### src/bridge_cfg_pkg.sv
// Shared constants, carrier types and decode helpers for the bridge configuration header
`default_nettype none
package bridge_cfg_pkg;

    // Byte offsets of the header fields within configuration space
    localparam logic [7:0] OFF_PRI_STATUS = 8'h06;
    localparam logic [7:0] OFF_REVISION = 8'h08;
    localparam logic [7:0] OFF_CLASS = 8'h09;
    localparam logic [7:0] OFF_CACHELINE = 8'h0C;
    localparam logic [7:0] OFF_PRI_LATENCY = 8'h0D;
    localparam logic [7:0] OFF_HEADER = 8'h0E;
    localparam logic [7:0] OFF_PRI_BUS = 8'h18;
    localparam logic [7:0] OFF_SEC_BUS = 8'h19;
    localparam logic [7:0] OFF_SUB_BUS = 8'h1A;
    localparam logic [7:0] OFF_IO_BASE = 8'h1C;
    localparam logic [7:0] OFF_IO_LIMIT = 8'h1D;
    localparam logic [7:0] OFF_SEC_STATUS = 8'h1E;
    localparam logic [7:0] OFF_SUBSYS_VENDOR = 8'h2C;
    localparam logic [7:0] OFF_SUBSYS_IDENT = 8'h2E;
    localparam logic [7:0] OFF_CAP_POINTER = 8'h34;
    localparam logic [7:0] OFF_INT_LINE = 8'h3C;
    localparam logic [7:0] OFF_INT_PIN = 8'h3D;

    // Field positions
    localparam int CAP_LIST_BIT = 4;
    localparam int SEC_PARITY_BIT = 15;
    localparam int SEC_SYS_ERR_BIT = 14;
    localparam int SEC_MASTER_ABORT_BIT = 13;
    localparam int SEC_TARGET_ABORT_RX_BIT = 12;
    localparam int SEC_TARGET_ABORT_TX_BIT = 11;
    localparam int SEC_DATA_PARITY_BIT = 8;

    // Fixed identification values
    localparam logic [7:0] BASE_CLASS_BRIDGE = 8'h06;
    localparam logic [7:0] SUB_CLASS_HOST = 8'h00;
    localparam logic [7:0] SUB_CLASS_P2P = 8'h04;
    localparam logic [7:0] PROG_IF_NONE = 8'h00;
    localparam logic [6:0] LAYOUT_TYPE0 = 7'h00;
    localparam logic [6:0] LAYOUT_TYPE1 = 7'h01;
    localparam logic [1:0] IO_ADDR_CAP_16BIT = 2'h0;

    // Reset values
    localparam logic [7:0] CACHELINE_RST = 8'h00;
    localparam logic [7:0] BUS_NUMBER_RST = 8'h00;
    localparam logic [5:0] IO_WINDOW_RST = 6'h00;
    localparam logic [15:0] SUBSYS_IDENT_RST = 16'h0000;
    localparam logic [7:0] CAP_POINTER_RST = 8'h40;
    localparam logic [7:0] INT_LINE_RST = 8'h00;
    localparam logic [7:0] INT_PIN_RST = 8'h01;
    localparam logic [5:0] SEC_STATUS_RST = 6'h00;

    // Legacy interrupt pin codes
    localparam logic [7:0] INT_PIN_A = 8'h01;
    localparam logic [7:0] INT_PIN_B = 8'h02;
    localparam logic [7:0] INT_PIN_C = 8'h03;
    localparam logic [7:0] INT_PIN_D = 8'h04;

    // Configuration access: dword index into the 64-byte header
    typedef struct packed {
        logic wr;
        logic rd;
        logic [3:0] dw;
        logic [3:0] be;
        logic [31:0] wdata;
    } cfg_req_s;

    // Secondary-side error events, one-cycle pulses
    typedef struct packed {
        logic poisoned_tlp_rx;
        logic err_msg_rx;
        logic ur_cpl_rx;
        logic type0_abort;
        logic ca_cpl_rx;
        logic ca_cpl_sent;
        logic poisoned_cpl_rx;
        logic poisoned_tx;
    } sec_evt_s;

    // Inbound configuration request routing query
    typedef struct packed {
        logic valid;
        logic [7:0] bus;
    } bus_query_s;

    // Downstream I/O request query
    typedef struct packed {
        logic valid;
        logic [15:0] addr;
    } io_query_s;

    // Dword index of a byte offset
    function automatic logic [3:0] dw_of(input logic [7:0] off);
        dw_of = off[5:2];
    endfunction : dw_of

    // Byte lane of a byte offset
    function automatic logic [1:0] lane_of(input logic [7:0] off);
        lane_of = off[1:0];
    endfunction : lane_of

endpackage : bridge_cfg_pkg
`default_nettype wire

### src/write_once_field.sv
// Field that takes one software write after reset and then reads only
`timescale 1ns/10ps
`default_nettype none
module write_once_field #(
    parameter int W = 8,
    parameter logic [W-1:0] RST = '0
) (
    // Clock and reset
    input wire logic clk_sys,
    input wire logic rst_b,
    // Write strobe with per-bit lane mask
    input wire logic wr,
    input wire logic [W-1:0] wmask,
    input wire logic [W-1:0] wdata,
    // Stored value
    output logic [W-1:0] value_q
);
    logic written_q;

    // First write updates enabled lanes and locks the field until reset
    always_ff @(posedge clk_sys or negedge rst_b) begin
        if (!rst_b) begin
            written_q <= 1'b0;
            value_q <= RST;
        end else if (wr && !written_q) begin
            written_q <= 1'b1;
            value_q <= (value_q & ~wmask) | (wdata & wmask);
        end
    end
endmodule : write_once_field
`default_nettype wire

### src/bridge_config_header.sv
// Configuration header for the host-link function or a root-port virtual bridge
//
// What this block does
// - Primary status reports capability list present
// - Revision nibbles: full-mask and metal steppings, write-once
// - Base class 06h, interface 00h, host-link subclass 00h
// - Root port subclass 04h, 00h in host mode
// - Cacheline size stored but never used
// - Legacy timing and capability fields read zero
// - Single-function; layout type 0 or type 1
// - Subsystem vendor and identity written once
// - Capability pointer defaults 40h, write-once
// - Interrupt pin defaults 01h, write-once, codes A-D
// - Primary bus number steers inbound decode
// - Forward config when secondary <= bus <= subordinate
// - Forward I/O when base <= A[15:12] <= limit
// - One-KB granularity opens bits 3:2 for decode
// - Limit below base forwards no I/O
// - I/O capability bits read 0h, 16-bit only
// - Poisoned TLP sets status bit 15 always
// - Fatal or nonfatal message sets bit 14
// - UR completion or type0 abort sets 13
// - CA received sets 12; CA sent sets 11
// - Bit 8 only with parity response enabled
`timescale 1ns/10ps
`default_nettype none
module bridge_config_header #(
    parameter bit IS_ROOT_PORT = 1'b1,
    // Arbitrary neutral values; real ones are loaded by firmware
    parameter logic [3:0] FULL_MASK_STEP_RST = 4'h0,
    parameter logic [3:0] METAL_STEP_RST = 4'h0,
    parameter logic [15:0] SUBSYS_VENDOR_RST = 16'h1234
) (
    // Clock and reset
    input wire logic clk_sys,
    input wire logic rst_b,
    // Configuration access
    input wire bridge_cfg_pkg::cfg_req_s cfg_req,
    output logic [31:0] cfg_rdata_q,
    output logic cfg_rvalid_q,
    // Control levels from neighbouring registers
    input wire logic host_bridge_mode,
    input wire logic one_kb_io_granularity,
    input wire logic parity_error_response_enable,
    input wire logic io_decode_enable,
    // Secondary-side error events
    input wire bridge_cfg_pkg::sec_evt_s sec_evt,
    // Routing queries
    input wire bridge_cfg_pkg::bus_query_s bus_query,
    input wire bridge_cfg_pkg::io_query_s io_query,
    // Routing answers
    output logic primary_bus_hit_q,
    output logic fwd_cfg_q,
    output logic fwd_io_q,
    // Interrupt routing
    output logic [3:0] legacy_interrupt_select_q
);
    import bridge_cfg_pkg::*;

    // Storage
    logic [7:0] cacheline_q;
    logic [7:0] pri_bus_q;
    logic [7:0] sec_bus_q;
    logic [7:0] sub_bus_q;
    logic [5:0] io_base_q;
    logic [5:0] io_limit_q;
    logic [5:0] sec_sts_q;
    logic [5:0] sec_sts_d;
    logic [7:0] int_line_q;
    logic [3:0] full_step;
    logic [3:0] metal_step;
    logic [15:0] subsys_vendor;
    logic [15:0] subsys_ident;
    logic [7:0] cap_pointer;
    logic [7:0] int_pin;

    // True when this access writes the byte at the given offset
    function automatic logic byte_wr(input cfg_req_s r, input logic [7:0] off);
        byte_wr = r.wr && (r.dw == dw_of(off)) && r.be[lane_of(off)];
    endfunction : byte_wr

    // Write data byte for the given offset
    function automatic logic [7:0] byte_data(input cfg_req_s r, input logic [7:0] off);
        byte_data = r.wdata[{lane_of(off), 3'b000} +: 8];
    endfunction : byte_data

    // Per-byte write strobes
    wire wr_revision = byte_wr(cfg_req, OFF_REVISION);
    wire wr_cacheline = byte_wr(cfg_req, OFF_CACHELINE);
    wire wr_pri_bus = byte_wr(cfg_req, OFF_PRI_BUS);
    wire wr_sec_bus = IS_ROOT_PORT && byte_wr(cfg_req, OFF_SEC_BUS);
    wire wr_sub_bus = IS_ROOT_PORT && byte_wr(cfg_req, OFF_SUB_BUS);
    wire wr_io_base = IS_ROOT_PORT && byte_wr(cfg_req, OFF_IO_BASE);
    wire wr_io_limit = IS_ROOT_PORT && byte_wr(cfg_req, OFF_IO_LIMIT);
    wire wr_sts_lo = IS_ROOT_PORT && byte_wr(cfg_req, OFF_SEC_STATUS);
    wire wr_sts_hi = IS_ROOT_PORT && byte_wr(cfg_req, 8'(OFF_SEC_STATUS + 8'h01));
    wire wr_subsystem_vendor_lo = byte_wr(cfg_req, OFF_SUBSYS_VENDOR);
    wire wr_subsystem_vendor_hi = byte_wr(cfg_req, 8'(OFF_SUBSYS_VENDOR + 8'h01));
    wire wr_sid_lo = byte_wr(cfg_req, OFF_SUBSYS_IDENT);
    wire wr_sid_hi = byte_wr(cfg_req, 8'(OFF_SUBSYS_IDENT + 8'h01));
    wire wr_cap_pointer = byte_wr(cfg_req, OFF_CAP_POINTER);
    wire wr_int_line = byte_wr(cfg_req, OFF_INT_LINE);
    wire wr_int_pin = byte_wr(cfg_req, OFF_INT_PIN);

    // Write data bytes
    wire [7:0] wd_revision = byte_data(cfg_req, OFF_REVISION);
    wire [7:0] wd_io_base = byte_data(cfg_req, OFF_IO_BASE);
    wire [7:0] wd_io_limit = byte_data(cfg_req, OFF_IO_LIMIT);
    wire [15:0] wd_subsystem_vendor = cfg_req.wdata[15:0];
    wire [15:0] wd_sid = cfg_req.wdata[31:16];

    // Stepping nibbles each carry their own lock
    write_once_field #(.W(4), .RST(FULL_MASK_STEP_RST)) u_full_step (
        .clk_sys(clk_sys),
        .rst_b(rst_b),
        .wr(wr_revision),
        .wmask(4'hF),
        .wdata(wd_revision[7:4]),
        .value_q(full_step)
    );

    write_once_field #(.W(4), .RST(METAL_STEP_RST)) u_metal_step (
        .clk_sys(clk_sys),
        .rst_b(rst_b),
        .wr(wr_revision),
        .wmask(4'hF),
        .wdata(wd_revision[3:0]),
        .value_q(metal_step)
    );

    // A write to either byte of the field spends its single write
    write_once_field #(.W(16), .RST(SUBSYS_VENDOR_RST)) u_subsys_vendor (
        .clk_sys(clk_sys),
        .rst_b(rst_b),
        .wr(wr_subsystem_vendor_lo || wr_subsystem_vendor_hi),
        .wmask({{8{wr_subsystem_vendor_hi}}, {8{wr_subsystem_vendor_lo}}}),
        .wdata(wd_subsystem_vendor),
        .value_q(subsys_vendor)
    );

    write_once_field #(.W(16), .RST(SUBSYS_IDENT_RST)) u_subsys_ident (
        .clk_sys(clk_sys),
        .rst_b(rst_b),
        .wr(wr_sid_lo || wr_sid_hi),
        .wmask({{8{wr_sid_hi}}, {8{wr_sid_lo}}}),
        .wdata(wd_sid),
        .value_q(subsys_ident)
    );

    write_once_field #(.W(8), .RST(CAP_POINTER_RST)) u_cap_pointer (
        .clk_sys(clk_sys),
        .rst_b(rst_b),
        .wr(wr_cap_pointer),
        .wmask(8'hFF),
        .wdata(byte_data(cfg_req, OFF_CAP_POINTER)),
        .value_q(cap_pointer)
    );

    write_once_field #(.W(8), .RST(INT_PIN_RST)) u_int_pin (
        .clk_sys(clk_sys),
        .rst_b(rst_b),
        .wr(wr_int_pin),
        .wmask(8'hFF),
        .wdata(byte_data(cfg_req, OFF_INT_PIN)),
        .value_q(int_pin)
    );

    // Plain read/write bytes; cacheline size is stored only, lines stay 64 bytes
    always_ff @(posedge clk_sys or negedge rst_b) begin
        if (!rst_b) begin
            cacheline_q <= CACHELINE_RST;
            pri_bus_q <= BUS_NUMBER_RST;
            sec_bus_q <= BUS_NUMBER_RST;
            sub_bus_q <= BUS_NUMBER_RST;
            int_line_q <= INT_LINE_RST;
        end else begin
            if (wr_cacheline) cacheline_q <= byte_data(cfg_req, OFF_CACHELINE);
            if (wr_pri_bus) pri_bus_q <= byte_data(cfg_req, OFF_PRI_BUS);
            if (wr_sec_bus) sec_bus_q <= byte_data(cfg_req, OFF_SEC_BUS);
            if (wr_sub_bus) sub_bus_q <= byte_data(cfg_req, OFF_SUB_BUS);
            if (wr_int_line) int_line_q <= byte_data(cfg_req, OFF_INT_LINE);
        end
    end

    // Window bytes hold bits 7:2; bits 3:2 open only under 1 KB granularity
    wire [5:0] io_base_d = {wd_io_base[7:4],
        one_kb_io_granularity ? wd_io_base[3:2] : io_base_q[1:0]};
    wire [5:0] io_limit_d = {wd_io_limit[7:4],
        one_kb_io_granularity ? wd_io_limit[3:2] : io_limit_q[1:0]};

    // Window registers; software is expected to drop decode while changing them
    always_ff @(posedge clk_sys or negedge rst_b) begin
        if (!rst_b) begin
            io_base_q <= IO_WINDOW_RST;
            io_limit_q <= IO_WINDOW_RST;
        end else begin
            if (wr_io_base) io_base_q <= io_base_d;
            if (wr_io_limit) io_limit_q <= io_limit_d;
        end
    end

    // Secondary-side events; bit 8 needs parity error response enabled
    wire [5:0] sts_set = IS_ROOT_PORT ? {
        sec_evt.poisoned_tlp_rx,
        sec_evt.err_msg_rx,
        sec_evt.ur_cpl_rx | sec_evt.type0_abort,
        sec_evt.ca_cpl_rx,
        sec_evt.ca_cpl_sent,
        parity_error_response_enable & (sec_evt.poisoned_cpl_rx | sec_evt.poisoned_tx)
    } : 6'h00;

    // Write-one-to-clear mask aligned to the stored bits
    wire [5:0] sts_clr = {
        wr_sts_hi & cfg_req.wdata[16 + SEC_PARITY_BIT],
        wr_sts_hi & cfg_req.wdata[16 + SEC_SYS_ERR_BIT],
        wr_sts_hi & cfg_req.wdata[16 + SEC_MASTER_ABORT_BIT],
        wr_sts_hi & cfg_req.wdata[16 + SEC_TARGET_ABORT_RX_BIT],
        wr_sts_hi & cfg_req.wdata[16 + SEC_TARGET_ABORT_TX_BIT],
        wr_sts_hi & cfg_req.wdata[16 + SEC_DATA_PARITY_BIT]
    };

    // Set beats clear so an event in the clearing cycle survives
    assign sec_sts_d = (sec_sts_q & ~sts_clr) | sts_set;

    always_ff @(posedge clk_sys or negedge rst_b) begin
        if (!rst_b) begin
            sec_sts_q <= SEC_STATUS_RST;
        end else begin
            sec_sts_q <= sec_sts_d;
        end
    end

    // Read views of composite fields
    wire [7:0] sub_class = (IS_ROOT_PORT && !host_bridge_mode) ? SUB_CLASS_P2P
        : SUB_CLASS_HOST;
    wire [23:0] class_code = {BASE_CLASS_BRIDGE, sub_class, PROG_IF_NONE};
    wire [7:0] header_type = {1'b0, IS_ROOT_PORT ? LAYOUT_TYPE1 : LAYOUT_TYPE0};
    wire [15:0] pri_status = 16'h0001 << CAP_LIST_BIT;
    wire [7:0] io_base_rd = {io_base_q, IO_ADDR_CAP_16BIT};
    wire [7:0] io_limit_rd = {io_limit_q, IO_ADDR_CAP_16BIT};
    wire [15:0] sec_status_rd = {sec_sts_q[5:1], 2'b00, sec_sts_q[0], 8'h00};
    wire [7:0] unused_lane = 8'h00;
    wire unused_bits = ^{cfg_req.rd, sts_clr[0], wr_sts_lo};

    // Read mux; unmapped and legacy-only dwords read zero
    logic [31:0] rd_mux;
    always_comb begin
        rd_mux = 32'h0000_0000;
        if (cfg_req.dw == dw_of(OFF_PRI_STATUS)) begin
            rd_mux = {pri_status, 16'h0000};
        end else if (cfg_req.dw == dw_of(OFF_REVISION)) begin
            rd_mux = {class_code, full_step, metal_step};
        end else if (cfg_req.dw == dw_of(OFF_CACHELINE)) begin
            rd_mux = {unused_lane, header_type, unused_lane, cacheline_q};
        end else if (cfg_req.dw == dw_of(OFF_PRI_BUS)) begin
            rd_mux = IS_ROOT_PORT ? {unused_lane, sub_bus_q, sec_bus_q, pri_bus_q}
                : 32'h0000_0000;
        end else if (cfg_req.dw == dw_of(OFF_IO_BASE)) begin
            rd_mux = IS_ROOT_PORT ? {sec_status_rd, io_limit_rd, io_base_rd}
                : 32'h0000_0000;
        end else if (cfg_req.dw == dw_of(OFF_SUBSYS_VENDOR)) begin
            rd_mux = {subsys_ident, subsys_vendor};
        end else if (cfg_req.dw == dw_of(OFF_CAP_POINTER)) begin
            rd_mux = {24'h000000, cap_pointer};
        end else if (cfg_req.dw == dw_of(OFF_INT_LINE)) begin
            rd_mux = {16'h0000, int_pin, int_line_q};
        end
    end

    // Read answer registered one cycle after the request
    always_ff @(posedge clk_sys or negedge rst_b) begin
        if (!rst_b) begin
            cfg_rdata_q <= 32'h0000_0000;
            cfg_rvalid_q <= 1'b0;
        end else begin
            cfg_rvalid_q <= cfg_req.rd;
            if (cfg_req.rd) cfg_rdata_q <= rd_mux;
        end
    end

    // Bus-number decode, inclusive bounds on the secondary range
    wire pri_hit = bus_query.valid && (bus_query.bus == pri_bus_q);
    wire cfg_in_range = IS_ROOT_PORT && bus_query.valid
        && (bus_query.bus >= sec_bus_q) && (bus_query.bus <= sub_bus_q);

    // I/O window in 1 KB units; coarse mode rounds base down and limit up
    wire [5:0] io_addr_kb = io_query.addr[15:10];
    wire [5:0] win_lo = one_kb_io_granularity ? io_base_q
        : {io_base_q[5:2], 2'b00};
    wire [5:0] win_hi = one_kb_io_granularity ? io_limit_q
        : {io_limit_q[5:2], 2'b11};
    wire win_open = (win_hi >= win_lo);
    // Decode honours the enable that software clears around reprogramming
    wire io_hit = IS_ROOT_PORT && io_query.valid && io_decode_enable && win_open
        && (io_addr_kb >= win_lo) && (io_addr_kb <= win_hi);

    // One-hot legacy interrupt; reserved codes select none
    wire [3:0] int_sel = (int_pin == INT_PIN_A) ? 4'h1
        : (int_pin == INT_PIN_B) ? 4'h2
        : (int_pin == INT_PIN_C) ? 4'h4
        : (int_pin == INT_PIN_D) ? 4'h8 : 4'h0;

    // Routing answers registered so every output leaves a flip-flop
    always_ff @(posedge clk_sys or negedge rst_b) begin
        if (!rst_b) begin
            primary_bus_hit_q <= 1'b0;
            fwd_cfg_q <= 1'b0;
            fwd_io_q <= 1'b0;
            legacy_interrupt_select_q <= 4'h0;
        end else begin
            primary_bus_hit_q <= pri_hit;
            fwd_cfg_q <= cfg_in_range;
            fwd_io_q <= io_hit;
            legacy_interrupt_select_q <= int_sel | {3'b000, unused_bits & 1'b0};
        end
    end
endmodule : bridge_config_header
`default_nettype wire

### config.mk
export PLATFORM = sky130hd
export DESIGN_NAME = bridge_config_header
export DESIGN_NICKNAME = d
export VERILOG_FILES = /design/src/bridge_cfg_pkg.sv /design/src/write_once_field.sv /design/src/bridge_config_header.sv
export SDC_FILE = /design/constraint.sdc
export NUM_CORES = 1
export LEC_CHECK = 0
export BUFFER_PORTS_ARGS = -buffer_cell sky130_fd_sc_hd__buf_4
export CORE_ASPECT_RATIO = 0.75
export CORE_MARGIN = 5
export CORE_UTILIZATION = 50
export DETAILED_ROUTE_END_ITERATION = 8
export GPL_TIMING_DRIVEN = 0
export PLACE_DENSITY = 0.81
export SYNTH_ARGS = -nofsm -noshare
export SYNTH_HDL_FRONTEND = slang
export SYNTH_HIERARCHICAL = 1
export SYNTH_SLANG_ARGS = --single-unit
### constraint.sdc
create_clock -name clk_sys -period 3.4 [get_ports clk_sys]
set_input_delay 0.17 -clock clk_sys [delete_from_list [all_inputs] [get_ports clk_sys]]
set_output_delay 0.17 -clock clk_sys [all_outputs]
set_load 0.02 [all_outputs]
* After elaboration in Yosys (flattened, before gate mapping) *
Cells that the tools add are included.

word-level totals
  bits in registers = 160
  bits of input ports = 82
  output and inout bits = 40

operators by class
  magnitude comparators = 5
  eq/ne operators = 13
  muxes and demuxes = 15
  bitwise operators = 20
  reductions and logical operators = 45

operator list
  operator                                                         number
  32-bit two-way mux                                               6
  16-bit AND                                                       4
  1-bit logical AND                                                35
  16-bit two-way mux                                               2
  16-bit NOT                                                       2
  16-bit bitwise OR                                                2
  8-bit by 2-bit == test with 1-bit output, second input constant  2
  4-bit two-way mux                                                4
  4-bit == test, second input constant                             3
  6-bit greater-or-equal comparator                                2
  4-bit by 2-bit == test with 1-bit output, second input constant  2
  4-bit by 3-bit == test with 1-bit output, second input constant  2
  8-bit by 1-bit == test with 1-bit output, second input constant  1
  8-bit by 3-bit == test with 1-bit output, second input constant  1
  8-bit == test                                                    1
  8-bit greater-or-equal comparator                                1
  8-bit less-or-equal comparator                                   1
  1-bit AND                                                        7
  6-bit AND                                                        1
  6-bit less-or-equal comparator                                   1
  1-bit logical NOT                                                6
  6-bit NOT                                                        1
  6-bit bitwise OR                                                 1
  4-bit by 1-bit == test with 1-bit output, second input constant  1
  other kinds (5)                                                  9

* Depth between registers and ports, before layout *
  depth after elaboration = 9
  gate-level depth with buffers = 10
  depth with buffers taken out = 8

* Cells and area by module *
Netlist, hierarchy kept.

by module, submodules not included
  module                                instances  cells an instance  area each (um^2)  seq. area each (um^2)
  bridge_config_header                  1          554                5549.1            2452.4
  write_once_field (u_cap_pointer ...)  2          27                 424.2             226.5
  write_once_field (u_subsys_vendor)    1          53                 818.3             431.7
  write_once_field (u_subsys_ident)     1          53                 812.0             425.4
  write_once_field (u_full_step ...)    2          14                 221.5             125.1

* Least setup slack after synthesis *
OpenSTA, ideal clock, no wires.

  path type = input to register
  from = in cfg_req[39] (netlist name)
  to = reg (tool-made name)
  library setup time = 125 ps
  arrival time = 1722 ps
  data required time = 3275 ps
  setup slack = 1553 ps
  cell stages on the path = 6
  buffers on the path = 2
  cell sequence = buf_2 > buf_2 > or3_1 > nor2_1 > nand3b_1 > mux2_4

RTL lines
  what                RTL line                    source
  start: declaration  bridge_config_header.sv:38  input wire bridge_cfg_pkg::cfg_req_s cfg_req,

==> run summary <==
Area growth, synth to finish -> 25.38%
Flip-flop and latch area -> 4013 um2
Result of the run -> finished, final reports clean
Clock latency reported for the late side of the worst-skew pair -> 0.44 ns
Total Die Area -> 19670 um2
TNS Setup -> 0 ns
Clock transition at the registers of the reported paths -> 0.07 ns
Worst hold path startpoint -> cfg_req[13]
Wire length of the first global-routing pass -> 37700 um
Worst setup EP type -> flop
Max Fclk -> 0.5160 GHz
Final Routed Wirelength -> 23750 um
Standby leakage power -> 5.113 nW
Total I/O pin count -> 122
Ratio of final minimum period to clock period -> 57.00%
Standard cell core area -> 16720 um2
Placer congestion estimate -> 0.9243
Data arrival at the endpoint of the critical path -> 2.26 ns
Root Driver -> sky130_fd_sc_hd__clkbuf_16
Antenna Nets Post-Route -> 0
Overall die height -> 122.7 um
Buffer depth of the longest clock path -> 2
Drc violations -> 0
Effective utilization at floorplan -> 50.65%
Number of instances resized during post-cts repair -> 0
Prevailing post-synth register cell -> sky130_fd_sc_hd__dfrtp_1
Cells after synthesis -> 742
Endpoint required time on the critical path -> 3.72 ns
Critical Path Start Type -> input port
CP Class -> input port to flop
Multi-input logic area -> 4101 um2
Largest voltage drop on the vdd net -> 306.7 uV
Pin count of the biggest net entering global routing -> 124
Number of global-route vias before repair -> 6813
Ant diodes -> 0
Number of setup buffers added after CTS -> 0
Max-slew violation count -> 0
Share of synthesized registers carrying an async set or reset -> 100.0%
Starting DRC count in detailed routing -> 517
First-pass iteration count of the detailed router -> 5
Grt total ovfl -> 0
Hold buffer count at CTS -> 33
Worst setup skew after layout -> 0.008105 ns
All-layer global routing usage -> 24.76%
Place WS -> 1.088 ns
Instance area after placement -> 9672 um2
Per-cell via count in the routed design -> 5.715
Final Setup Violations -> 0
Average footprint of a synthesized cell -> 11.42 um2
Die width -> 160.3 um
Synth Area in Compound Gates -> 10.07%
Min Tclk post-route -> 1.938 ns
Fraction of final layout cells with drive strength greater than 1 -> 31.20%
Measured slew at the worst slew-check pin -> 1.444 ns
Max-cap violations -> 0
Critical Path Fanout Max -> 10
Number of buffers added by the clock tree synthesis step -> 17
Count of clock tree sinks -> 160
Unrepaired setup endpoints after global routing -> false
Port bufs -> 108
Fillcell total -> 1284
Routing usage on met2 -> 36.98%
Worst hold path class -> input port to flop
Routed WL per cell -> 20.58 um
Net total in the final layout -> 1040
Largest family of logic cells by synthesized area -> multiplexers
Final core area utilization -> 63.50%
Number of synthesized register bits -> 160
Final worst setup slack -> 1.462 ns
Global-route track usage on met1 -> 35.47%
Adder-cell share of the synthesized area -> 4.727%
Hold violation total from the final report -> 0
Met3 Resource Use GR -> 6.546%
Total half-perimeter wirelength after legalization and detailed placement -> 16790 um
Share of the synthesized netlist area taken by xor and xnor gates -> 0.8272%
Depth of the CTS H-tree -> 4
Critical path launch point -> cfg_req[39]
Routed vias -> 6595
TritonCTS clock tree -> done
Pwr dens -> 497.5 nW/um2
Rows -> 41
Number of antenna violations at the first check in global routing -> 0
Area of the mapped netlist -> 8471 um2
Mux contribution to synthesized area -> 17.74%
Post-synth EDFFs -> 0
Sequential element share of the synthesized area -> 47.37%
Yosys warnings -> 6
Reg2reg start -> io_limit_q[1]
Library cells used by synthesis -> 59
Most congested layer reported by global routing -> met2
Summed area of non-filler cells in the final layout -> 10620 um2
Synth Area in Simple Gates -> 13.99%
Worst relative slew slack -> 2.473%
[cells by family (layout without fill, tap and decap cells)]
logic type,after synthesis,in the layout
flops,160,160
xor+xnor,8,8
simple gates,197,197
compound gates,133,133
fa+ha+maj,32,32
mux,120,120
buf+inv,91,265
other cells,1,24
[per-layer routing]
| metal | part of all wire (%) | vias up |
|---|---|---|
| met5 | 0 | - |
| met4 | 2.0 | 0 |
| met3 | 8.9 | 46 |
| met2 | 44 | 273 |
| met1 | 45 | 3255 |
| li1 | - | 3021 |
[final timing paths]
path / endpoint / cells past startpoint / slack [ns]
max: flop / 10 / 1.46
min: io_limit_q[3] / 3 / 0.02
max reg2reg: fwd_io_q / 8 / 1.68
min reg2reg: cfg_rdata_q[2] / 2 / 0.49
max in group asynchronous: io_base_q[0] / 3 / 2.30
min in group asynchronous: cfg_rdata_q[4] / 2 / 0.20
[per-stage QoR]
stage / instances / hold WS (ns) / power, W
after global routing: 1154 / 0.03574 / 0.005494
after CTS: 1154 / 0.01184 / 0.005281
after detailed placement: 1089 / 0.06509 / 0.003234
final: 1154 / 0.02479 / 0.005284
after floorplan: 765 / -0.1256 / 0.002846
after global placement: 1088 / 0.3468 / 0.003184
[where the power goes]
| part | switching, W | internal (W) |
|---|---|---|
| Clock | 0.000833 | 0.00119 |
| Sequential | 0.000183 | 0.00211 |
| Combinational | 0.000479 | 0.000490 |
| Total | 0.00149 | 0.00379 |
[area by class of cell]
cell class              count  share of cell area [%]
plain buffers              35                   2.191
clock buffers              18                   4.135
clock inverters            14                   1.685
inverters                  56                   1.979
multi-input cells         514                   38.62
flip-flops and latches    160                   37.78
well taps                 215                   2.533
repair buffers            142                   11.07
[synthesized netlist by cell type, types with 2 or more instances]
library cell,number,area [um2]
sky130_fd_sc_hd__dfrtp_1,153,3829
sky130_fd_sc_hd__mux2_2,57,641.9
sky130_fd_sc_hd__inv_1,55,206.5
sky130_fd_sc_hd__nand3b_1,54,405.4
sky130_fd_sc_hd__mux2_4,46,690.7
sky130_fd_sc_hd__o21ai_0,33,165.2
sky130_fd_sc_hd__ha_1,32,400.4
sky130_fd_sc_hd__nor2_1,32,120.1
sky130_fd_sc_hd__nand2_1,30,112.6
sky130_fd_sc_hd__a21oi_1,26,130.1
sky130_fd_sc_hd__o22ai_1,24,150.1
sky130_fd_sc_hd__nand3_1,18,90.09
sky130_fd_sc_hd__mux2i_1,17,170.2
sky130_fd_sc_hd__buf_2,15,75.07
sky130_fd_sc_hd__a22oi_1,13,97.59
sky130_fd_sc_hd__and3_1,13,81.33
sky130_fd_sc_hd__nand2b_1,11,68.82
sky130_fd_sc_hd__nor4_1,9,56.30
sky130_fd_sc_hd__buf_4,8,60.06
sky130_fd_sc_hd__dfstp_2,7,183.9
sky130_fd_sc_hd__xor2_1,7,61.31
sky130_fd_sc_hd__a21o_1,6,45.04
sky130_fd_sc_hd__a221oi_1,6,52.55
sky130_fd_sc_hd__clkbuf_1,6,22.52
sky130_fd_sc_hd__o221ai_1,6,52.55
sky130_fd_sc_hd__a211oi_1,4,30.03
sky130_fd_sc_hd__buf_6,4,45.04
sky130_fd_sc_hd__nor2b_1,4,25.02
sky130_fd_sc_hd__or2_1,4,25.02
sky130_fd_sc_hd__nor3_1,3,15.01
sky130_fd_sc_hd__or2_2,3,18.77
sky130_fd_sc_hd__buf_8,2,30.03
sky130_fd_sc_hd__nand2_4,2,22.52
sky130_fd_sc_hd__nand3b_4,2,40.04
sky130_fd_sc_hd__nand4_1,2,12.51
sky130_fd_sc_hd__nand4b_1,2,17.52
sky130_fd_sc_hd__nor4b_1,2,17.52
sky130_fd_sc_hd__o21a_1,2,15.01
sky130_fd_sc_hd__o41ai_1,2,17.52
[cells in the final DEF (no fill, tap or decap), types with 7 or more instances in the layout]
| master | synthesis | final |
|---|---|---|
| sky130_fd_sc_hd__dfrtp_1 | 153 | 153 |
| sky130_fd_sc_hd__buf_4 | 8 | 115 |
| sky130_fd_sc_hd__mux2_2 | 57 | 57 |
| sky130_fd_sc_hd__inv_1 | 55 | 55 |
| sky130_fd_sc_hd__nand3b_1 | 54 | 54 |
| sky130_fd_sc_hd__mux2_4 | 46 | 46 |
| sky130_fd_sc_hd__o21ai_0 | 33 | 33 |
| sky130_fd_sc_hd__dlygate4sd3_1 | 0 | 33 |
| sky130_fd_sc_hd__nor2_1 | 32 | 32 |
| sky130_fd_sc_hd__ha_1 | 32 | 32 |
| sky130_fd_sc_hd__nand2_1 | 30 | 30 |
| sky130_fd_sc_hd__a21oi_1 | 26 | 26 |
| sky130_fd_sc_hd__o22ai_1 | 24 | 24 |
| sky130_fd_sc_hd__conb_1 | 1 | 24 |
| sky130_fd_sc_hd__nand3_1 | 18 | 18 |
| sky130_fd_sc_hd__mux2i_1 | 17 | 17 |
| sky130_fd_sc_hd__clkbuf_16 | 0 | 17 |
| sky130_fd_sc_hd__buf_2 | 15 | 15 |
| sky130_fd_sc_hd__and3_1 | 13 | 13 |
| sky130_fd_sc_hd__a22oi_1 | 13 | 13 |
| sky130_fd_sc_hd__nand2b_1 | 11 | 11 |
| sky130_fd_sc_hd__nor4_1 | 9 | 9 |
| sky130_fd_sc_hd__xor2_1 | 7 | 7 |
| sky130_fd_sc_hd__dfstp_2 | 7 | 7 |
[critical path, cell delays in order]
cell and delay, ns:
sky130_fd_sc_hd__buf_2 0.19, sky130_fd_sc_hd__nand3_1 0.35, sky130_fd_sc_hd__nor2_1 0.23, sky130_fd_sc_hd__buf_2 0.28, sky130_fd_sc_hd__nand2_1 0.15, sky130_fd_sc_hd__nor2_1 0.12
sky130_fd_sc_hd__buf_4 0.17, sky130_fd_sc_hd__buf_8 0.14, sky130_fd_sc_hd__nand3b_1 0.12, sky130_fd_sc_hd__mux2_4 0.32
No activity file was read; power rests on OpenSTA's default activity.
